[src/pkg/hre_pkg.sv]
// hre_pkg: constants shared by the serial channel event flag logic
package hre_pkg;

  // bit positions inside the main interrupt status word
  localparam int MAIN_W = 3;
  localparam int MAIN_POOL_FULL = 0;
  localparam int MAIN_MSG_END = 1;
  localparam int MAIN_POOL_READY = 2;

  // bit positions inside the extended interrupt status word
  localparam int EXT_W = 4;
  localparam int EXT_OVERFLOW = 0;
  localparam int EXT_FRAME_START = 1;
  localparam int EXT_MSG_REPEAT = 2;
  localparam int EXT_UNDERRUN = 3;

  // one accessible queue pool holds this many bytes
  localparam int POOL_BYTES = 32;
  localparam logic [4:0] RX_POOL_LAST = 5'h1f;
  // last delay count; frame start is reported on the second received byte after its cause
  localparam logic [1:0] FS_DELAY_LAST = 2'h1;
  // width of the transmit byte counter and of the programmed count
  localparam int TX_CNT_W = 12;
  localparam logic [11:0] TX_REPEAT_MIN = 12'h020;

  // values after reset
  localparam logic [7:0] RST_BYTE = 8'h00;
  localparam logic [3:0] RST_NIB = 4'h0;
  localparam logic [2:0] RST_SYNC = 3'h7;

  // transmit frame tracking states
  typedef enum logic [1:0] {
    TX_IDLE = 2'b00,
    TX_SEND = 2'b01,
    TX_CLOSE = 2'b10,
    TX_WAIT_ACK = 2'b11
  } hre_tx_state_e;

endpackage : hre_pkg

[src/verilog/hre_sync.sv]
// hre_sync: three stage synchroniser with agreement filter for a pin level
`timescale 1ns/1ps
`default_nettype none
module hre_sync
  import hre_pkg::*;
(
  input wire logic i_clk_sys,
  input wire logic i_rst,
  input wire logic i_pin,
  output logic o_level
);

  logic [2:0] stage_q;

  // first stage feeds only the second; idle level of the pin is high
  always_ff @(posedge i_clk_sys or posedge i_rst) begin
    if (i_rst) begin
      stage_q <= RST_SYNC;
    end else begin
      stage_q <= {stage_q[1:0], i_pin};
    end
  end

  // a change counts only once stages two and three agree
  always_ff @(posedge i_clk_sys or posedge i_rst) begin
    if (i_rst) begin
      o_level <= 1'b1;
    end else if (stage_q[1] == stage_q[2]) begin
      o_level <= stage_q[2];
    end
  end

endmodule : hre_sync
`default_nettype wire

[src/verilog/hre_flag_bank.sv]
// hre_flag_bank: sticky event flags cleared by reading their status word
`timescale 1ns/1ps
`default_nettype none
module hre_flag_bank #(
  parameter int WIDTH = 4
) (
  input wire logic i_clk_sys,
  input wire logic i_rst,
  input wire logic [WIDTH-1:0] i_set,
  input wire logic i_clr,
  output logic [WIDTH-1:0] o_flag
);

  // a set in the clearing cycle wins, so no event is lost to a read
  always_ff @(posedge i_clk_sys or posedge i_rst) begin
    if (i_rst) begin
      o_flag <= '0;
    end else begin
      o_flag <= i_set | (o_flag & {WIDTH{~i_clr}});
    end
  end

endmodule : hre_flag_bank
`default_nettype wire

[src/verilog/hre_event_logic.sv]
// hre_event_logic: receive and transmit event flags of one serial channel
// Operation
// RL1: cpu mode: pool full at 32 unfinished bytes
// RL2: cpu mode: message end after checksum, flag
// RL3: dma mode: message end after queue read out
// RL4: overflow when queue full at frame start
// RL5: frame start only with its enable set
// RL6: frame start two bytes after match/flag
// RL7: control, address, status valid at frame start
// RL8: pool ready when pool empty, also after reset; here only the transmitter reset command sets it, i_rst clears it
// RL9: cpu mode: pool ready repeatedly before message end
// RL10: pool ready after transparent frame closes
// RL11: auto mode: pool ready on positive acknowledge
// RL12: auto mode: repeat on negative acknowledge
// RL13: bus: repeat on collision after byte 32
// RL14: point-to-point: repeat on clear-to-send loss
// RL15: underrun when queue and shifter empty, no end
// RL16: end from command, or count match in dma
// RL17: flags split over main and extended status
// RL18: interrupt low until all sources read clear
// RL19: main status bits individually maskable
// RL20: cpu mode after reset, dma via count bit
// RL21: flags sticky until cleared
`timescale 1ns/1ps
`default_nettype none
module hre_event_logic
  import hre_pkg::*;
#(
  parameter int TX_COUNT_W = TX_CNT_W
) (
  input wire logic i_clk_sys,
  input wire logic i_rst,
  // configuration bits
  input wire logic i_dma_mode,
  input wire logic i_frame_start_irq_enable,
  input wire logic i_auto_mode,
  input wire logic i_addr_recog_mode,
  input wire logic i_bus_config,
  input wire logic [MAIN_W-1:0] i_main_mask,
  // receive datapath events
  input wire logic i_rx_byte_stored,
  input wire logic i_rx_frame_end,
  input wire logic i_rx_queue_full,
  input wire logic i_rx_queue_empty,
  input wire logic i_rx_opening_flag,
  input wire logic i_rx_addr_match,
  input wire logic i_rx_byte_received,
  input wire logic [7:0] i_rx_control_field,
  input wire logic [7:0] i_rx_address,
  input wire logic [3:0] i_rx_status,
  // transmit commands and datapath events
  input wire logic i_tx_reset_cmd,
  input wire logic i_tx_transparent_frame_cmd,
  input wire logic i_tx_info_frame_cmd,
  input wire logic i_tx_message_end_cmd,
  input wire logic i_tx_pool_drained,
  input wire logic i_tx_closing_done,
  input wire logic i_tx_byte_shifted,
  input wire logic i_tx_queue_empty,
  input wire logic i_tx_shift_idle,
  input wire logic i_ack_positive,
  input wire logic i_ack_negative,
  input wire logic i_collision,
  input wire logic i_cts_pin,
  input wire logic [TX_COUNT_W-1:0] i_tx_count,
  // status reads
  input wire logic i_main_status_rd,
  input wire logic i_ext_status_rd,
  // outputs
  output logic [MAIN_W-1:0] o_main_irq_status,
  output logic [EXT_W-1:0] o_extended_irq_status,
  output logic [7:0] o_rx_control_field_reg,
  output logic [7:0] o_rx_address_first,
  output logic [3:0] o_rx_status_reg,
  output logic o_int_n
);

  logic [4:0] rx_pool_cnt_q;
  logic rx_dma_pend_q;
  logic fs_arm_q;
  logic [1:0] fs_cnt_q;
  logic cts_level;
  logic cts_prev_q;
  hre_tx_state_e tx_state_q;
  logic tx_info_q;
  logic eom_cmd_q;
  logic [TX_COUNT_W-1:0] tx_sent_q;
  logic pool_full_evt;
  logic msg_end_evt;
  logic ovf_evt;
  logic fs_evt;
  logic fs_cause;
  logic pool_ready_evt;
  logic repeat_evt;
  logic underrun_evt;
  logic eom_now;
  logic tx_active;
  logic cts_fall;
  logic [MAIN_W-1:0] main_set;
  logic [EXT_W-1:0] ext_set;

  // clear-to-send arrives from a pin, so it is synchronised first
  hre_sync u_cts_sync (
    .i_clk_sys(i_clk_sys),
    .i_rst(i_rst),
    .i_pin(i_cts_pin),
    .o_level(cts_level)
  );

  always_ff @(posedge i_clk_sys or posedge i_rst) begin
    if (i_rst) begin
      cts_prev_q <= 1'b1;
    end else begin
      cts_prev_q <= cts_level;
    end
  end
  assign cts_fall = cts_prev_q & ~cts_level;

  // ---------------- receive side ----------------

  // bytes of the open message in the current pool; a frame end restarts it
  always_ff @(posedge i_clk_sys or posedge i_rst) begin
    if (i_rst) begin
      rx_pool_cnt_q <= '0;
    end else if (i_rx_frame_end) begin
      rx_pool_cnt_q <= '0;
    end else if (i_rx_byte_stored) begin
      rx_pool_cnt_q <= rx_pool_cnt_q + 5'h01;
    end
  end

  // RL1: pool full event
  // RL20: dma input selects mode, low means cpu mode
  assign pool_full_evt = ~i_dma_mode & i_rx_byte_stored & ~i_rx_frame_end
                         & (rx_pool_cnt_q == RX_POOL_LAST);

  // RL3: pending until drained
  // dma mode waits for the controller to empty the queue after the end
  always_ff @(posedge i_clk_sys or posedge i_rst) begin
    if (i_rst) begin
      rx_dma_pend_q <= 1'b0;
    end else if (i_rx_frame_end & i_dma_mode) begin
      rx_dma_pend_q <= 1'b1;
    end else if (i_rx_queue_empty | ~i_dma_mode) begin
      rx_dma_pend_q <= 1'b0;
    end
  end

  // RL2: cpu message end
  // RL3: dma message end
  assign msg_end_evt = (~i_dma_mode & i_rx_frame_end)
                       | (rx_dma_pend_q & i_dma_mode & i_rx_queue_empty);

  // RL4: overflow on full queue
  assign ovf_evt = i_rx_queue_full & i_rx_opening_flag;

  // RL6: frame start cause
  assign fs_cause = i_addr_recog_mode ? i_rx_addr_match : i_rx_opening_flag;

  // RL6: two byte delay
  // a new cause restarts the delay, so back to back frames report once each
  always_ff @(posedge i_clk_sys or posedge i_rst) begin
    if (i_rst) begin
      fs_arm_q <= 1'b0;
      fs_cnt_q <= '0;
    end else if (fs_cause) begin
      fs_arm_q <= 1'b1;
      fs_cnt_q <= '0;
    end else if (fs_arm_q & i_rx_byte_received) begin
      fs_arm_q <= (fs_cnt_q != FS_DELAY_LAST);
      fs_cnt_q <= fs_cnt_q + 2'h1;
    end
  end

  // RL5: gated by enable
  assign fs_evt = fs_arm_q & i_rx_byte_received & ~fs_cause
                  & (fs_cnt_q == FS_DELAY_LAST) & i_frame_start_irq_enable;

  // RL7: capture with the event
  // captured on the same edge the flag sets, so a read after it is valid
  always_ff @(posedge i_clk_sys or posedge i_rst) begin
    if (i_rst) begin
      o_rx_control_field_reg <= RST_BYTE;
      o_rx_address_first <= RST_BYTE;
      o_rx_status_reg <= RST_NIB;
    end else if (fs_arm_q & i_rx_byte_received & ~fs_cause
                 & (fs_cnt_q == FS_DELAY_LAST)) begin
      o_rx_control_field_reg <= i_rx_control_field;
      o_rx_address_first <= i_rx_address;
      o_rx_status_reg <= i_rx_status;
    end
  end

  // ---------------- transmit side ----------------

  // RL16: end of message source
  assign eom_now = i_dma_mode ? (tx_sent_q == i_tx_count) : eom_cmd_q;
  assign tx_active = (tx_state_q == TX_SEND) | (tx_state_q == TX_CLOSE);

  // frame progress; a transmitter reset aborts whatever is in flight
  always_ff @(posedge i_clk_sys or posedge i_rst) begin
    if (i_rst) begin
      tx_state_q <= TX_IDLE;
    end else if (i_tx_reset_cmd) begin
      tx_state_q <= TX_IDLE;
    end else begin
      unique case (tx_state_q)
        TX_IDLE: begin
          if (i_tx_transparent_frame_cmd | i_tx_info_frame_cmd) begin
            tx_state_q <= TX_SEND;
          end
        end
        TX_SEND: begin
          if (underrun_evt) begin
            tx_state_q <= TX_IDLE;
          end else if (eom_now) begin
            tx_state_q <= TX_CLOSE;
          end
        end
        TX_CLOSE: begin
          if (i_tx_closing_done) begin
            tx_state_q <= (i_auto_mode & tx_info_q) ? TX_WAIT_ACK : TX_IDLE;
          end
        end
        TX_WAIT_ACK: begin
          if (i_ack_positive | i_ack_negative) begin
            tx_state_q <= TX_IDLE;
          end
        end
      endcase
    end
  end

  // frame kind, end command latch and bytes shifted out
  always_ff @(posedge i_clk_sys or posedge i_rst) begin
    if (i_rst) begin
      tx_info_q <= 1'b0;
      eom_cmd_q <= 1'b0;
      tx_sent_q <= '0;
    end else if (i_tx_reset_cmd) begin
      tx_info_q <= 1'b0;
      eom_cmd_q <= 1'b0;
      tx_sent_q <= '0;
    end else if (tx_state_q == TX_IDLE) begin
      tx_info_q <= i_tx_info_frame_cmd;
      eom_cmd_q <= 1'b0;
      tx_sent_q <= '0;
    end else begin
      if (i_tx_message_end_cmd) begin
        eom_cmd_q <= 1'b1;
      end
      if (tx_active & i_tx_byte_shifted & (tx_sent_q != '1)) begin
        tx_sent_q <= tx_sent_q + TX_COUNT_W'(1);
      end
    end
  end

  // RL8: reset command
  // RL9: each drained pool
  // RL10: after closing flag
  // RL11: positive acknowledge
  assign pool_ready_evt = i_tx_reset_cmd
      | (~i_dma_mode & (tx_state_q == TX_SEND) & ~eom_now & i_tx_pool_drained)
      | ((tx_state_q == TX_CLOSE) & i_tx_closing_done & ~(i_auto_mode & tx_info_q))
      | (i_auto_mode & i_ack_positive);

  // RL12: negative acknowledge
  // RL13: bus collision
  // RL14: clear-to-send lost
  assign repeat_evt = (i_auto_mode & i_ack_negative)
      | (tx_active & (tx_sent_q >= TX_REPEAT_MIN)
         & (i_bus_config ? i_collision : cts_fall));

  // RL15: underrun detect
  assign underrun_evt = (tx_state_q == TX_SEND) & i_tx_queue_empty
                        & i_tx_shift_idle & ~eom_now & ~i_tx_reset_cmd;

  // ---------------- status words and interrupt ----------------

  // RL17: main and extended split
  always_comb begin
    main_set = '0;
    ext_set = '0;
    main_set[MAIN_POOL_FULL] = pool_full_evt;
    main_set[MAIN_MSG_END] = msg_end_evt;
    main_set[MAIN_POOL_READY] = pool_ready_evt;
    ext_set[EXT_OVERFLOW] = ovf_evt;
    ext_set[EXT_FRAME_START] = fs_evt;
    ext_set[EXT_MSG_REPEAT] = repeat_evt;
    ext_set[EXT_UNDERRUN] = underrun_evt;
  end

  // RL21: sticky main flags
  hre_flag_bank #(
    .WIDTH(MAIN_W)
  ) u_main_flags (
    .i_clk_sys(i_clk_sys),
    .i_rst(i_rst),
    .i_set(main_set),
    .i_clr(i_main_status_rd),
    .o_flag(o_main_irq_status)
  );

  // RL21: sticky extended flags
  hre_flag_bank #(
    .WIDTH(EXT_W)
  ) u_ext_flags (
    .i_clk_sys(i_clk_sys),
    .i_rst(i_rst),
    .i_set(ext_set),
    .i_clr(i_ext_status_rd),
    .o_flag(o_extended_irq_status)
  );

  // RL18: line low while pending
  // RL19: mask hides main bits
  // masked bits still latch, only the line ignores them
  assign o_int_n = ~(|(o_main_irq_status & ~i_main_mask) | (|o_extended_irq_status));
endmodule : hre_event_logic
`default_nettype wire

[config.mk]
export PLATFORM = sky130hd
export DESIGN_NAME = hre_event_logic
export DESIGN_NICKNAME = d
export VERILOG_FILES = /design/src/pkg/hre_pkg.sv /design/src/verilog/hre_sync.sv /design/src/verilog/hre_flag_bank.sv /design/src/verilog/hre_event_logic.sv
export SDC_FILE = /design/constraint.sdc
export NUM_CORES = 1
export LEC_CHECK = 0
export ABC_AREA = 1
export BUFFER_PORTS_ARGS = -buffer_cell sky130_fd_sc_hd__buf_2
export CORE_UTILIZATION = 55
export DETAILED_ROUTE_END_ITERATION = 6
export GPL_ROUTABILITY_DRIVEN = 0
export PLACE_DENSITY = 0.85
export SLEW_MARGIN = 10
export SYNTH_ARGS = -nofsm -noshare
export SYNTH_HDL_FRONTEND = slang
export SYNTH_SLANG_ARGS = --single-unit
[constraint.sdc]
create_clock -name i_clk_sys -period 5.55 [get_ports i_clk_sys]
set_input_delay 1.11 -clock i_clk_sys [delete_from_list [all_inputs] [get_ports i_clk_sys]]
set_output_delay 1.11 -clock i_clk_sys [all_outputs]
set_load 0.02 [all_outputs]
Yosys cells after proc, flatten, opt, wreduce, memory -nomap -nowiden
Index checks and enable logic that the tools add are counted.
Widths: inputs -> output; s select.

cells by class
  add/subtract/negate cells = 3
  bitwise operators = 55
  multiplexer cells = 27
  eq/ne operators = 13
  reduce and logical (&&, ||, !) cells = 10
  magnitude comparators = 1

operators by type and width
  operator               count
  $mux 12                3
  $and 1x1->1            29
  $mux 2                 9
  $add 12x1->12 const B  1
  $eq 12x12->1           1
  $ge 12x6->1 const B    1
  $mux 1                 12
  $ne 12x12->1 const B   1
  $mux 5                 2
  $not 1->1              10
  $or 1x1->1             10
  $ne 3x3->1 const B     3
  $pmux 2 s4             1
  $reduce_bool 2->1      4
  $and 3x3->3            2
  $reduce_bool 3->1      2
  $add 5x1->5 const B    1
  $eq 5x5->1 const B     1
  $and 4x4->4            1
  $eq 2x1->1 const B     2
  $eq 2x2->1 const B     2
  $ne 4x4->1 const B     1
  $or 4x4->4             1
  $reduce_and 4->1       1
  other kinds (8)        8

storage, ports and cells
  output and inout bits = 28
  word-level logic and storage cells = 125
  input port bits = 64
  register bits after elaboration = 57

Logic depth before layout (Yosys ltp)
Gate-level depths: netlist (run 1).

  word-level depth = 9
  mapped depth = 12

Hierarchy
Synthesis (run 1) repeated with hierarchy kept, for this count alone.

second synthesis, totals
  cell total of the unflattened synthesis = 350
  area, all modules = 3,022.9 um2

modules (own cells, without submodules)
  module                         area each (um2)  instances  cells an instance  seq. area each (um2)
  hre_event_logic                2,628.8          1          309                1,152.4
  hre_flag_bank at u_ext_flags   152.6            1          18                 100.1
  hre_sync                       125.1            1          9                  105.1
  hre_flag_bank at u_main_flags  116.4            1          14                 75.1

Least setup slack after synthesis (run 1)
No wires, ideal clock.

  path type = input -> output
  from = input i_main_mask[1]
  to = output o_int_n
  setup slack = 2,797 ps
  arrival = 1,643 ps
  path buffers = 0
  cell stages on the path = 2
  data required time = 4,440 ps
  cells stage by stage = nor2_1 -> nor3_1

between the ends
  cells in the longest elaborated chain, start to end = 5

ends and longest elaborated chain
  what             RTL line                source
  from (decl)      hre_event_logic.sv:39   input wire logic [MAIN_W-1:0] i_main_mask,
  $not 3->3        hre_event_logic.sv:318  assign o_int_n = ~(|(o_main_irq_status & ~i_main_mask) | (|o_extended_irq_status));
  $and 3x3->3      hre_event_logic.sv:318
  $reduce_or 3->1  hre_event_logic.sv:318
  $or 1x1->1       hre_event_logic.sv:318
  $not 1->1        hre_event_logic.sv:318
  to (decl)        hre_event_logic.sv:75   output logic o_int_n

No other way between the ends.

Worst setup path after layout (run 1)
  from = input i_main_mask[0]
  to = output o_int_n

Same word-level chain as after synthesis.

==> results of run 1 <==
==> cell families (layout without fill, tap and decap cells) <==
family / Yosys count / after routing / synth area share, %
DFF: 57 / 57 / 47.8
AOI/OAI and AO/OA: 37 / 37 / 7.76
adders and majority gates: 10 / 10 / 4.09
xor gates and xnor gates: 5 / 5 / 1.46
and+or+nand+nor: 148 / 148 / 22.2
buffers and inverters: 54 / 158 / 7.51
muxes: 21 / 21 / 9.22
==> power groups by stage <==
stage	sequential, uW	combinational, uW	clock [uW]
6_report	553	422	435
5_1_grt	562	454	455
4_1_cts	552	420	438
3_5_place_dp	555	419	0
3_3_place_gp	553	401	0
2_1_floorplan	637	192	0
==> worst max path at each step <==
stage / start / end / slack [ns] / cells after the start
floorplan: i_main_mask[1] / o_int_n / 2.80 / 2
global placement: i_main_mask[1] / o_int_n / 2.85 / 4
detailed placement: i_main_mask[0] / o_int_n / 2.83 / 4
CTS: i_main_mask[0] / o_int_n / 2.83 / 4
global route: i_main_mask[1] / o_int_n / 2.80 / 4
finish: i_main_mask[0] / o_int_n / 2.84 / 4
==> area by class of cell <==
| type | instances | area [sq um] | share of cell area, % |
|---|---|---|---|
| flip-flops and latches | 57 | 1430 | 38.4 |
| multi-input cells | 221 | 1340 | 35.9 |
| repair buffers | 92 | 463 | 12.4 |
| inverters | 50 | 188 | 5.03 |
| clock buffers | 11 | 141 | 3.79 |
| well taps | 70 | 87.6 | 2.35 |
| clock inverters | 5 | 78.8 | 2.11 |
==> cells in the final DEF, fill, tap and decap left out, types with 5 or more instances in the layout <==
cell / n
sky130_fd_sc_hd__buf_2: 91
sky130_fd_sc_hd__nand2_1: 72
sky130_fd_sc_hd__dfrtp_1: 52
sky130_fd_sc_hd__inv_1: 43
sky130_fd_sc_hd__nor2_1: 27
sky130_fd_sc_hd__nand3_1: 19
sky130_fd_sc_hd__mux2_4: 10
sky130_fd_sc_hd__o21ai_0: 10
sky130_fd_sc_hd__mux2_2: 10
sky130_fd_sc_hd__clkbuf_8: 10
sky130_fd_sc_hd__a21oi_1: 9
sky130_fd_sc_hd__nor3_1: 9
sky130_fd_sc_hd__ha_1: 9
sky130_fd_sc_hd__nand4_1: 8
sky130_fd_sc_hd__inv_2: 6
sky130_fd_sc_hd__xor2_1: 5
sky130_fd_sc_hd__dfstp_2: 5
==> metal layers <==
metal	track usage, %	vias up
met2	43.1	110
met5	0	-
met4	13.8	0
met3	6.61	14
met1	35.2	1233
li1	-	1278
==> through the flow <==
stage | hold slack, ns | std cells | setup slack [ns]
after global placement | 0.348 | 490 | 2.85
final | 0.360 | 506 | 2.84
after global routing | 0.364 | 506 | 2.80
after floorplan | 0.345 | 332 | 2.80
after CTS | 0.360 | 506 | 2.83
after detailed placement | 0.351 | 490 | 2.83
==> results.txt, run 1 <==
----------------------------------------------------
[Power]
  Sequential fraction of design power ... 39.2%
  NetSw ... 474 uW
  Leakage dissipation ... 0.00195 uW
  Sw Ratio ... 33.6%
  Total power ... 1410 uW
  Internal Dissipation ... 936 uW
  Power per standard cell area ... 378 nW/um^2
  Clk pwr share ... 30.9%
  Worst ir drop on vdd ... 0.306 mV
  Part of the power in combinational logic ... 29.9%

[Yosys]
  Top area cells in the synthesized netlist ... sky130_fd_sc_hd__dfrtp_1 43%, sky130_fd_sc_hd__nand2_1 9.0%, sky130_fd_sc_hd__inv_1 5.5%, sky130_fd_sc_hd__mux2_4 5.0%, sky130_fd_sc_hd__dfstp_2 4.4%
  Count of state elements after synthesis ... 57
  Synth area leader ... sky130_fd_sc_hd__dfrtp_1
  Commonest register cell after synthesis ... sky130_fd_sc_hd__dfrtp_1
  Most frequently used cell type in the post-synthesis netlist ... sky130_fd_sc_hd__nand2_1
  Count of warnings emitted by yosys ... 0
  Top cell types by occurrence after synthesis ... 72 x sky130_fd_sc_hd__nand2_1, 52 x sky130_fd_sc_hd__dfrtp_1, 44 x sky130_fd_sc_hd__inv_1
  Number of nets produced by synthesis ... 405
  Number of flops mapped to enable cells by yosys ... 0
  Cell area after technology mapping ... 3000 sq um
  Share of synthesized area occupied by flip-flops and latches ... 47.8%
  Number of unique standard cell types used by synthesis ... 36
  Gate count after technology mapping ... 332
  Post-synthesis area per instance ... 9.03 sq um
  Share of synthesized flip-flops with an asynchronous set or reset ... 100%
  Share of the synthesized area in the top cell type ... 43.4%

[Drt]
  Met1 wire length ... 3080 um
  Number of nets with antenna violations after detailed routing ... 0
  Routed met2 length ... 3580 um
  Post-detailed-route DRC marker count ... 0
  DR vias ... 2635
  Iteration count of the initial detailed-routing pass ... 4
  Routed wire length per instance ... 14.4 um
  Highest metal layer used by the detailed router ... met4
  Via-per-instance ratio ... 5.21
  Sum of met3 wire segment lengths after detailed routing ... 508 um
  DR iter-0 viols ... 238
  Total wire length after detailed routing ... 7300 um

[CTS]
  Clk pin slew, worst setup/hold paths ... 0.06 ns
  CTS tree ... built
  Clock latency of the later-clocked register in the worst-skew pair ... 0.35 ns
  Cts hold-fix bufs ... 0
  Maximum level of the CTS H-tree ... 3
  Post-CTS setup buffer count ... 0
  Maximum root-to-sink buffer count ... 2
  Cts bufs inserted ... 9
  Clock Sink Count ... 57
  Resized Gates After CTS ... 0
  Clock Tree Root ... sky130_fd_sc_hd__clkbuf_8

[Final layout]
  Antenna Cells ... 0
  Filler Cell Count ... 369
  Post-route design area ... 3730 sq um
  Final standard cell utilization of the core ... 72.2%
  Layout overhead on the synthesized area ... 24.4%
  Max FFs per register ... 12
  Layout cell share with drive strength beyond 1 ... 35.6%
  Layout net count ... 504

[Hold path]
  Hold Crit Depth ... 0
  Worst Hold Path EP ... u_cts_sync.stage_q[1]
  Classification of the worst-slack hold path ... flop to flop
  Worst hold path startpoint ... u_cts_sync.stage_q[0]

[STA]
  Slew headroom ... 52.7%
  Final setup viols ... 0
  Worst Max-Slew Pin Slew ... 0.710 ns
  Endpoints failing hold ... 0
  Post-Route Skew ... 0.00986 ns
  RSZ-0062 raised after global routing ... no
  Ratio of final minimum period to clock period ... 48.9%
  Achievable Freq ... 369 MHz
  Summed negative setup slack over all endpoints ... 0 ns
  Max-slew violation total from the final report ... 0
  Period minus WS final ... 2.71 ns

[Global route]
  Wire length of the first global-routing pass ... 11300 um
  Global-route usage over all layers ... 27.3%
  Pin count of the biggest net entering global routing ... 58
  Initial antenna violation count ... 0
  Number of global-route vias before repair ... 2473
  Overall overflow remaining after global route ... 0

[Floorplan]
  Die H ... 75.8 um
  Die boundary width ... 75.8 um
  DIE AREA ... 5750 sq um
  FP Rows ... 26
  # IOs ... 92
  Core outline area ... 5170 sq um
  Initial Utilization ... 58.0%

[Worst setup path]
  Arrival time reported for the critical path endpoint ... 1.60 ns
  Slowest cell on the critical path ... sky130_fd_sc_hd__o22ai_1
  Buf+Inv Stages, Crit Path ... 2
  Most common cell type on the critical path ... sky130_fd_sc_hd__buf_2
  Origin of the critical flop-to-flop path ... tx_state_q[0]
  Critical path endpoint category ... primary output
  Crit path launch type ... input pin
  Slack of the worst reg-to-reg path ... 3.41 ns
  CP peak stage delay ... 0.18 ns
  Worst Reg-to-Reg Cells ... 8
  Endpoint of the most critical register-to-register path ... tx_sent_q[8]
  Top fanout value on the critical path ... 1
  Top delay family on crit path ... buffers and inverters
  Cells along the critical path ... buf_2, o22ai_1, nor3_1, buf_2
  Startpoint-to-endpoint class of the critical path ... input pin to primary output
  WP data required ... 4.44 ns

[Run]
  Number of maximum-capacitance constraint violations ... 0

[Status]
  Result of the run ... completed

[Placed design]
  Detailed-placement wirelength estimate ... 5230 um
  Placement Cell Area ... 3510 sq um
  IO Port Bufs ... 91

----------------------------------------------------
Power figures use the tool's default switching activity.
==> inputs of run 2 (changes only) <==
--- a/config.mk
+++ b/config.mk
@@ -7,10 +7,10 @@
 export LEC_CHECK = 0
 export ABC_AREA = 1
 export BUFFER_PORTS_ARGS = -buffer_cell sky130_fd_sc_hd__buf_2
-export CORE_UTILIZATION = 55
+export CORE_UTILIZATION = 51
 export DETAILED_ROUTE_END_ITERATION = 6
 export GPL_ROUTABILITY_DRIVEN = 0
-export PLACE_DENSITY = 0.85
+export PLACE_DENSITY = 0.79
 export SLEW_MARGIN = 10
 export SYNTH_ARGS = -nofsm -noshare
 export SYNTH_HDL_FRONTEND = slang
==> constraint.sdc (replaced) <==
create_clock -name i_clk_sys -period 2.85 [get_ports i_clk_sys]
set_input_delay 0.57 -clock i_clk_sys [delete_from_list [all_inputs] [get_ports i_clk_sys]]
set_output_delay 0.57 -clock i_clk_sys [all_outputs]
set_load 0.02 [all_outputs]
==> run 2 against run 1 <==
Net effect:
- register-to-register slack worse by 2.4 ns
- cell count is 0.59% higher
- largest cell class unchanged
- clock skew is 0.0024 ns lower
- cell area is 0.60% lower
- sequential power is 93% higher
- clock power is 55% higher
- non-clock buffer count is 1 higher
- largest power group unchanged
- first-iteration DRC count is 16% lower
- routed wire length is 5.1% lower
- combinational power is 94% higher
- highest routed layer unchanged
- global-route usage is 3.5 points lower
- die area is 7.6% higher
==> results.txt, run 2 (same netlist as run 1, synthesis figures left out) <==
----------------------------------------------------
[Power]
  Leakage dissipation ... 0.00194 uW (was 0.00195 uW)
  Power per standard cell area ... 692 nW/um^2 (was 378 nW/um^2)
  Worst ir drop on vdd ... 0.616 mV (was 0.306 mV)

[STA]
  Worst Max-Slew Pin Slew ... 0.607 ns (was 0.710 ns)
  RSZ-0062 raised after global routing ... no (unchanged)
  Achievable Freq ... 542 MHz
  Slew headroom ... 59.5% (was 52.7%)
  Max-slew violation total from the final report ... 0 (unchanged)
  Ratio of final minimum period to clock period ... 64.7%
  Final setup viols ... 0 (unchanged)
  Summed negative setup slack over all endpoints ... 0 ns (unchanged)
  Post-Route Skew ... 0.00741 ns (was 0.00986 ns)
  Period minus WS final ... 1.84 ns
  Endpoints failing hold ... 0 (unchanged)

[Run]
  Number of maximum-capacitance constraint violations ... 0 (unchanged)

[Final layout]
  Antenna Cells ... 0 (unchanged)
  Non-filler cells, final ... 509 (was 506)
  Layout cell share with drive strength beyond 1 ... 35.2% (was 35.6%)
  Most frequent cells in the layout ... 91 x sky130_fd_sc_hd__buf_2, 72 x sky130_fd_sc_hd__nand2_1, 52 x sky130_fd_sc_hd__dfrtp_1, 43 x sky130_fd_sc_hd__inv_1, 27 x sky130_fd_sc_hd__nor2_1 (unchanged)
  Layout overhead on the synthesized area ... 23.7% (was 24.4%)
  Max FFs per register ... 12 (unchanged)
  Most common library cell in the layout ignoring fill and taps ... sky130_fd_sc_hd__buf_2 (unchanged)
  Layout net count ... 505 (was 504)

[CTS]
  Clk pin slew, worst setup/hold paths ... 0.07 ns (was 0.06 ns)
  Cts bufs inserted ... 9 (unchanged)
  Maximum level of the CTS H-tree ... 3 (unchanged)
  Post-CTS setup buffer count ... 0 (unchanged)
  Clock Tree Root ... sky130_fd_sc_hd__clkbuf_8 (unchanged)
  Clock latency of the later-clocked register in the worst-skew pair ... 0.33 ns (was 0.35 ns)
  CTS tree ... built (unchanged)
  Resized Gates After CTS ... 0 (unchanged)
  Cts hold-fix bufs ... 0 (unchanged)
  Clock Sink Count ... 57 (unchanged)
  Maximum root-to-sink buffer count ... 2 (unchanged)

[Floorplan]
  Initial Utilization ... 53.8% (was 58.0%)
  Die boundary width ... 78.7 um (was 75.8 um)
  Die H ... 78.7 um (was 75.8 um)
  Core outline area ... 5570 sq um (was 5170 sq um)
  # IOs ... 92 (unchanged)
  DIE AREA ... 6190 sq um (was 5750 sq um)
  FP Rows ... 27 (was 26)

[Worst setup path]
  Endpoint of the most critical register-to-register path ... tx_sent_q[8] (unchanged)
  Top delay family on crit path ... simple AND/OR/NAND/NOR gates (was buffers and inverters)
  Slack of the worst reg-to-reg path ... 1.01 ns (was 3.41 ns)
  Arrival time reported for the critical path endpoint ... 2.11 ns (was 1.60 ns)
  Origin of the critical flop-to-flop path ... tx_sent_q[0] (was tx_state_q[0])
  WP data required ... 3.12 ns (was 4.44 ns)
  Buf+Inv Stages, Crit Path ... 1 (was 2)
  CP peak stage delay ... 0.44 ns (was 0.18 ns)
  Crit path launch type ... flop (was input pin)
  Most common cell type on the critical path ... sky130_fd_sc_hd__nand2_1 (was sky130_fd_sc_hd__buf_2)
  Top fanout value on the critical path ... 11 (was 1)
  Slowest cell on the critical path ... sky130_fd_sc_hd__dfrtp_1 (was sky130_fd_sc_hd__o22ai_1)
  Critical path endpoint category ... flop (was primary output)
  Cells along the critical path ... ha_1, nand2_1, nor2_2, nand3_1, nand3_2, nand2_2, inv_1, o21ai_0, nand2_1, nor2_1 (was buf_2, o22ai_1, nor3_1, buf_2)
  Startpoint-to-endpoint class of the critical path ... flop to flop (was input pin to primary output)
  Worst Reg-to-Reg Cells ... 10 (was 8)

[Global route]
  Wire length of the first global-routing pass ... 11200 um (was 11300 um)
  Initial antenna violation count ... 0 (unchanged)
  Pin count of the biggest net entering global routing ... 58 (unchanged)
  Global-route usage over all layers ... 23.8% (was 27.3%)
  Overall overflow remaining after global route ... 0 (unchanged)
  Number of global-route vias before repair ... 2495 (was 2473)

[Drt]
  Post-detailed-route DRC marker count ... 0 (unchanged)
  Total wire length after detailed routing ... 6930 um (was 7300 um)
  DR iter-0 viols ... 201 (was 238)
  Number of nets with antenna violations after detailed routing ... 0 (unchanged)
  DR vias ... 2651 (was 2635)
  Routed wire length per instance ... 13.6 um (was 14.4 um)
  Iteration count of the initial detailed-routing pass ... 5 (was 4)
  Via-per-instance ratio ... 5.21 (about the same)

[Placed design]
  Placed cell count ... 493 (was 490)
  Detailed-placement wirelength estimate ... 5140 um (was 5230 um)
  IO Port Bufs ... 91 (unchanged)

[Hold path]
  Classification of the worst-slack hold path ... input pin to asynchronous set/reset pin (was flop to flop)

[Status]
  Result of the run ... completed (unchanged)

----------------------------------------------------
==> run 2: cell count changes in the layout (fill, tap and decap cells not counted) <==
| cell | delta |
|---|---|
| sky130_fd_sc_hd__clkbuf_1 | +2 |
| sky130_fd_sc_hd__buf_12 | +1 |
| sky130_fd_sc_hd__clkinv_2 | -1 |
| sky130_fd_sc_hd__clkbuf_8 | +1 |
| sky130_fd_sc_hd__clkinv_4 | -1 |
| sky130_fd_sc_hd__bufinv_16 | -2 |
| sky130_fd_sc_hd__clkinvlp_4 | +1 |
==> run 2: layer usage <==
metal	up-vias	track usage, %	share of wire, %
li1	1280	-	-
met1	1234	31.1	44
met2	122	37.3	47
met3	15	7.33	7.1
met4	0	8.15	1.8
met5	-	0	0
==> run 2: worst max-delay path by stage <==
stage	startpoint	endpoint	cells past startpoint	slack (ns)
2_1_floorplan	i_rst	eom_cmd_q	1	0.89
3_3_place_gp	i_addr_recog_mode	o_rx_control_field_reg[4]	4	0.79
3_5_place_dp	i_addr_recog_mode	o_rx_status_reg[3]	4	0.75
4_1_cts	u_ext_flags.o_flag[1]	o_int_n	4	1.02
5_1_grt	tx_sent_q[0]	tx_sent_q[8]	10	0.89
6_report	tx_sent_q[0]	tx_sent_q[8]	10	1.01
==> run 2: final cells by class <==
cell class / count / area (sq um)
clock buffer: 14 / 163
inverter: 50 / 188
multi-input combinational: 221 / 1340
clock inverter: 2 / 12.5
tap: 72 / 90.1
fill: 460 / 1860
sequential: 57 / 1430
timing repair buffer: 93 / 483
==> run 2: tightest hold or removal path: cells and delay by family <==
family	cells	cell delay, ns
buffers and inverters	3	0.44
==> run 2: report_power, final <==
| part | switching, uW | internal [uW] | leakage, uW | total (uW) |
|---|---|---|---|---|
| Sequential | 97.9 | 976 | 0.000719 | 1070 |
| Combinational | 480 | 338 | 0.00113 | 818 |
| Clock | 312 | 363 | 0.0000867 | 675 |
| Total | 891 | 1680 | 0.00194 | 2570 |
==> run 2: stage by stage <==
stage	hold slack, ns	util [%]	instance area (sq um)	worst slack, ns	power (uW)
floorplan	0.345	-	3000	0.889	1610
global placement	0.346	63.4	3530	0.791	1870
detailed placement	0.351	63.4	3530	0.748	1900
CTS	0.299	66.6	3710	1.02	2580
global route	0.307	66.6	3710	0.887	2710
finish	0.285	66.6	3710	1.01	2570
==> inputs of run 3 (changes only) <==
--- a/config.mk
+++ b/config.mk
@@ -5,12 +5,12 @@
 export SDC_FILE = /design/constraint.sdc
 export NUM_CORES = 1
 export LEC_CHECK = 0
-export ABC_AREA = 1
+export ABC_AREA = 0
 export BUFFER_PORTS_ARGS = -buffer_cell sky130_fd_sc_hd__buf_2
-export CORE_UTILIZATION = 51
+export CORE_UTILIZATION = 46
 export DETAILED_ROUTE_END_ITERATION = 6
 export GPL_ROUTABILITY_DRIVEN = 0
-export PLACE_DENSITY = 0.79
+export PLACE_DENSITY = 0.77
 export SLEW_MARGIN = 10
 export SYNTH_ARGS = -nofsm -noshare
 export SYNTH_HDL_FRONTEND = slang
==> constraint.sdc (replaced) <==
create_clock -name i_clk_sys -period 1.6 [get_ports i_clk_sys]
set_input_delay 0.32 -clock i_clk_sys [delete_from_list [all_inputs] [get_ports i_clk_sys]]
set_output_delay 0.32 -clock i_clk_sys [all_outputs]
set_load 0.02 [all_outputs]
==> run 3 against run 2 <==
Net effect:
- the run now ends with negative setup slack left
- clock power rose by 120%
- cell count fell by 9.4%
- cell area rose by 7.0%
- clock skew rose by 0.0029 ns
- global-route usage fell by 0.96 points
- critical endpoint is now o_int_n
==> results.txt, run 3 <==
----------------------------------------------------
[Status]
  Result of the run ... complete, but fails checks (was completed)
  Violations in the final reports ... negative setup slack

[Drt]
  DR vias ... 2358 (was 2651)
  Via-per-instance ratio ... 5.11 (was 5.21)
  DR iter-0 viols ... 107 (was 201)
  Total wire length after detailed routing ... 6670 um (was 6930 um)
  Routed wire length per instance ... 14.5 um (was 13.6 um)
  Iteration count of the initial detailed-routing pass ... 4 (was 5)
  Number of nets with antenna violations after detailed routing ... 0 (unchanged)
  Post-detailed-route DRC marker count ... 0 (unchanged)

[Hold path]
  Classification of the worst-slack hold path ... input pin to asynchronous set/reset pin (unchanged)

[Placed design]
  Detailed-placement wirelength estimate ... 4830 um (was 5140 um)
  IO Port Bufs ... 91 (unchanged)
  Placement Cell Area ... 3530 sq um (about the same)
  Placed cell count ... 438 (was 493)

[Floorplan]
  # IOs ... 92 (unchanged)
  DIE AREA ... 6420 sq um (was 6190 sq um)
  Die H ... 80.1 um (was 78.7 um)
  Initial Utilization ... 47.4% (was 53.8%)
  FP Rows ... 28 (was 27)
  Die boundary width ... 80.1 um (was 78.7 um)
  Core outline area ... 5920 sq um (was 5570 sq um)

[Final layout]
  Layout cell share with drive strength beyond 1 ... 50.5% (was 35.2%)
  Post-route design area ... 3970 sq um (was 3710 sq um)
  Antenna Cells ... 0 (unchanged)
  Final standard cell utilization of the core ... 67.1% (was 66.6%)
  Max FFs per register ... 12 (unchanged)
  Non-filler cells, final ... 461 (was 509)
  Layout net count ... 454 (was 505)
  Most common library cell in the layout ignoring fill and taps ... sky130_fd_sc_hd__buf_2 (unchanged)
  Layout overhead on the synthesized area ... 41.4% (was 23.7%)
  Most frequent cells in the layout ... 90 x sky130_fd_sc_hd__buf_2, 52 x sky130_fd_sc_hd__dfrtp_1, 32 x sky130_fd_sc_hd__buf_4, 27 x sky130_fd_sc_hd__nor2_1, 22 x sky130_fd_sc_hd__xnor2_1 (was 91 x sky130_fd_sc_hd__buf_2, 72 x sky130_fd_sc_hd__nand2_1, 52 x sky130_fd_sc_hd__dfrtp_1, 43 x sky130_fd_sc_hd__inv_1, 27 x sky130_fd_sc_hd__nor2_1)
  Filler Cell Count ... 456 (was 460)

[Yosys]
  Synth area leader ... sky130_fd_sc_hd__dfrtp_1 (unchanged)
  Post-synthesis area per instance ... 11.1 sq um (was 9.03 sq um)
  Number of unique standard cell types used by synthesis ... 45 (was 36)
  Share of synthesized flip-flops with an asynchronous set or reset ... 100% (unchanged)
  Count of warnings emitted by yosys ... 0 (unchanged)
  Most frequently used cell type in the post-synthesis netlist ... sky130_fd_sc_hd__dfrtp_1 (was sky130_fd_sc_hd__nand2_1)
  Top cell types by occurrence after synthesis ... 52 x sky130_fd_sc_hd__dfrtp_1, 28 x sky130_fd_sc_hd__nor2_1, 24 x sky130_fd_sc_hd__xnor2_1 (was 72 x sky130_fd_sc_hd__nand2_1, 52 x sky130_fd_sc_hd__dfrtp_1, 44 x sky130_fd_sc_hd__inv_1)
  Number of flops mapped to enable cells by yosys ... 0 (unchanged)
  Gate count after technology mapping ... 253 (was 332)
  Commonest register cell after synthesis ... sky130_fd_sc_hd__dfrtp_1 (unchanged)
  Number of nets produced by synthesis ... 326 (was 405)
  Count of state elements after synthesis ... 57 (unchanged)
  Share of synthesized area occupied by flip-flops and latches ... 51.0% (was 47.8%)
  Top area cells in the synthesized netlist ... sky130_fd_sc_hd__dfrtp_1 46%, sky130_fd_sc_hd__mux2_2 8.4%, sky130_fd_sc_hd__xnor2_1 7.5%, sky130_fd_sc_hd__dfstp_2 4.7%, sky130_fd_sc_hd__ha_1 4.0% (was sky130_fd_sc_hd__dfrtp_1 43%, sky130_fd_sc_hd__nand2_1 9.0%, sky130_fd_sc_hd__inv_1 5.5%, sky130_fd_sc_hd__mux2_4 5.0%, sky130_fd_sc_hd__dfstp_2 4.4%)
  Cell area after technology mapping ... 2810 sq um (was 3000 sq um)
  Share of the synthesized area in the top cell type ... 46.3% (was 43.4%)

[Worst setup path]
  End of the critical path ... o_int_n (was tx_sent_q[8])
  Crit path launch type ... flop (unchanged)
  Slack of the worst reg-to-reg path ... -0.03 ns (was 1.01 ns)
  Top fanout value on the critical path ... 2 (was 11)
  Worst Reg-to-Reg Cells ... 7 (was 10)
  WP data required ... 1.28 ns (was 3.12 ns)
  Cells along the critical path ... or4_4, nor3_2, buf_4 (was ha_1, nand2_1, nor2_2, nand3_1, nand3_2, nand2_2, inv_1, o21ai_0, nand2_1, nor2_1)
  Critical path endpoint category ... primary output (was flop)
  Endpoint of the most critical register-to-register path ... tx_sent_q[7] (was tx_sent_q[8])
  Buf+Inv Stages, Crit Path ... 1 (unchanged)
  Arrival time reported for the critical path endpoint ... 1.54 ns (was 2.11 ns)
  Startpoint-to-endpoint class of the critical path ... flop to primary output (was flop to flop)
  Top delay family on crit path ... simple AND/OR/NAND/NOR gates (unchanged)
  Slowest cell on the critical path ... sky130_fd_sc_hd__or4_4 (was sky130_fd_sc_hd__dfrtp_1)
  Beginning of the critical path ... u_ext_flags.o_flag[1] (was tx_sent_q[0])
  Origin of the critical flop-to-flop path ... tx_sent_q[0] (unchanged)
  Instance count on the critical path ... 3 (was 10)
  CP peak stage delay ... 0.51 ns (was 0.44 ns)

[Global route]
  Wire length of the first global-routing pass ... 11000 um (was 11200 um)
  Global-route usage over all layers ... 22.8% (was 23.8%)
  Overall overflow remaining after global route ... 0 (unchanged)
  Most used routing layer in global routing ... met2 (unchanged)
  Met3 global-route usage ... 4.20% (was 7.33%)
  Global-route track usage on met2 ... 41.3% (was 37.3%)
  Number of global-route vias before repair ... 2446 (was 2495)
  Fraction of met1 tracks used by global routing ... 25.3% (was 31.1%)
  Initial antenna violation count ... 0 (unchanged)
  Pin count of the biggest net entering global routing ... 35 (was 58)

[CTS]
  Clock Tree Root ... sky130_fd_sc_hd__clkbuf_8 (unchanged)
  Maximum level of the CTS H-tree ... 3 (unchanged)
  Maximum root-to-sink buffer count ... 2 (unchanged)
  Cts bufs inserted ... 9 (unchanged)
  Clock latency of the later-clocked register in the worst-skew pair ... 0.34 ns (was 0.33 ns)
  Clock Sink Count ... 57 (unchanged)
  CTS tree ... built (unchanged)
  Clk pin slew, worst setup/hold paths ... 0.08 ns (was 0.07 ns)

[STA]
  Ratio of final minimum period to clock period ... 116%
  Worst Max-Slew Pin Slew ... 0.437 ns (was 0.607 ns)
  RSZ-0062 raised after global routing ... yes (was no)
  Slew headroom ... 70.9% (was 59.5%)
  Endpoints failing hold ... 0 (unchanged)
  Achievable Freq ... 539 MHz
  Post-Route Skew ... 0.0103 ns (was 0.00741 ns)
  Period minus WS final ... 1.86 ns
  Final setup viols ... 4 (was 0)
  Max-slew violation total from the final report ... 0 (unchanged)
  Smallest setup slack after layout ... -0.257 ns (was 1.01 ns)

[Power]
  Power per standard cell area ... 1230 nW/um^2 (was 692 nW/um^2)
  Leakage dissipation ... 0.00183 uW (was 0.00194 uW)
  Total power ... 4900 uW (was 2570 uW)
  Worst ir drop on vdd ... 1.02 mV (was 0.616 mV)

[Run]
  Number of maximum-capacitance constraint violations ... 0 (unchanged)

----------------------------------------------------
[run 3: cell count changes after synthesis, moves of 5 or more]
cell,before,now
sky130_fd_sc_hd__inv_1,44,15
sky130_fd_sc_hd__inv_2,5,0
sky130_fd_sc_hd__mux2_2,10,21
sky130_fd_sc_hd__mux2_4,10,0
sky130_fd_sc_hd__nand2_1,72,18
sky130_fd_sc_hd__nand3_1,19,10
sky130_fd_sc_hd__o21ai_0,10,4
sky130_fd_sc_hd__xnor2_1,0,24
[run 3: area by class of cell]
cell class	instances	area [sq um]	area share, %
Inverter	15	60.1	1.51
Timing Repair Buffer	126	744	18.7
Clock inverter	7	101	2.55
Multi-Input combinational cell	172	1420	35.6
Clock buffer	9	124	3.12
Tap cell	75	93.8	2.36
Sequential cell	57	1430	36.1
[run 3: kinds of logic (layout without fill, tap and decap cells)]
kind of cell               count (synthesis)  after routing  synth area share (%)
and+or+nand+nor                           86             86                  15.9
muxes                                     25             25                  9.84
adders and majority gates                 10             10                  4.37
DFF                                       57             57                  51.0
xor gates and xnor gates                  27             27                  8.42
buffers and inverters                     24            157                  4.41
AOI/OAI and AO/OA                         24             24                  6.01
[run 3: what timing repair did]
action | CTS | global route
gates resized for setup | 17 | 18
setup buffers | 4 | 2
cloned | 0 | 1
pin swaps | 3 | 10
endpoints found under the setup margin | 9 | 35
hold buffers | 0 | 0
[run 3: worst register-to-register path, stage by stage (launching register included)]
cell and delay [ns]:
sky130_fd_sc_hd__dfrtp_1 0.39, sky130_fd_sc_hd__ha_2 0.21, sky130_fd_sc_hd__nand2_2 0.08, sky130_fd_sc_hd__nor4_4 0.33
sky130_fd_sc_hd__buf_6 0.21, sky130_fd_sc_hd__nor4_4 0.06, sky130_fd_sc_hd__xnor2_1 0.17, sky130_fd_sc_hd__nor2_1 0.06
[run 3: power by group]
group	switching, uW	internal, uW
registers	172	1760
logic	808	651
clock network	621	889
total	1600	3300
[run 3: through the flow]
stage               hold WS [ns]  TNS [ns]  setup slack [ns]
CTS                       0.0344    -0.278            -0.267
floorplan                  0.324  -0.00465          -0.00465
detailed placement         0.348    -0.963           -0.0765
global placement           0.347    -0.542           -0.0724
finish                    0.0383    -0.309            -0.257
global route              0.0618     -1.36            -0.305
[run 3: how the worst min path moves through the flow]
stage,from,end,slack (ns),cells after the start
2_1_floorplan,i_cts_pin,u_cts_sync.stage_q[0],0.32,0
3_3_place_gp,u_cts_sync.stage_q[0],u_cts_sync.stage_q[1],0.35,0
3_5_place_dp,u_cts_sync.stage_q[0],u_cts_sync.stage_q[1],0.35,0
4_1_cts,i_rst,o_rx_control_field_reg[7],0.03,3
5_1_grt,i_rst,o_rx_control_field_reg[3],0.06,3
6_report,i_rst,o_rx_address_first[1],0.04,3
[run 3: routing by layer]
metal / wire (um) / share of wire, %
met1: 2690 / 40
met2: 3570 / 53
met3: 258 / 3.9
met4: 153 / 2.3
met5: 0 / 0
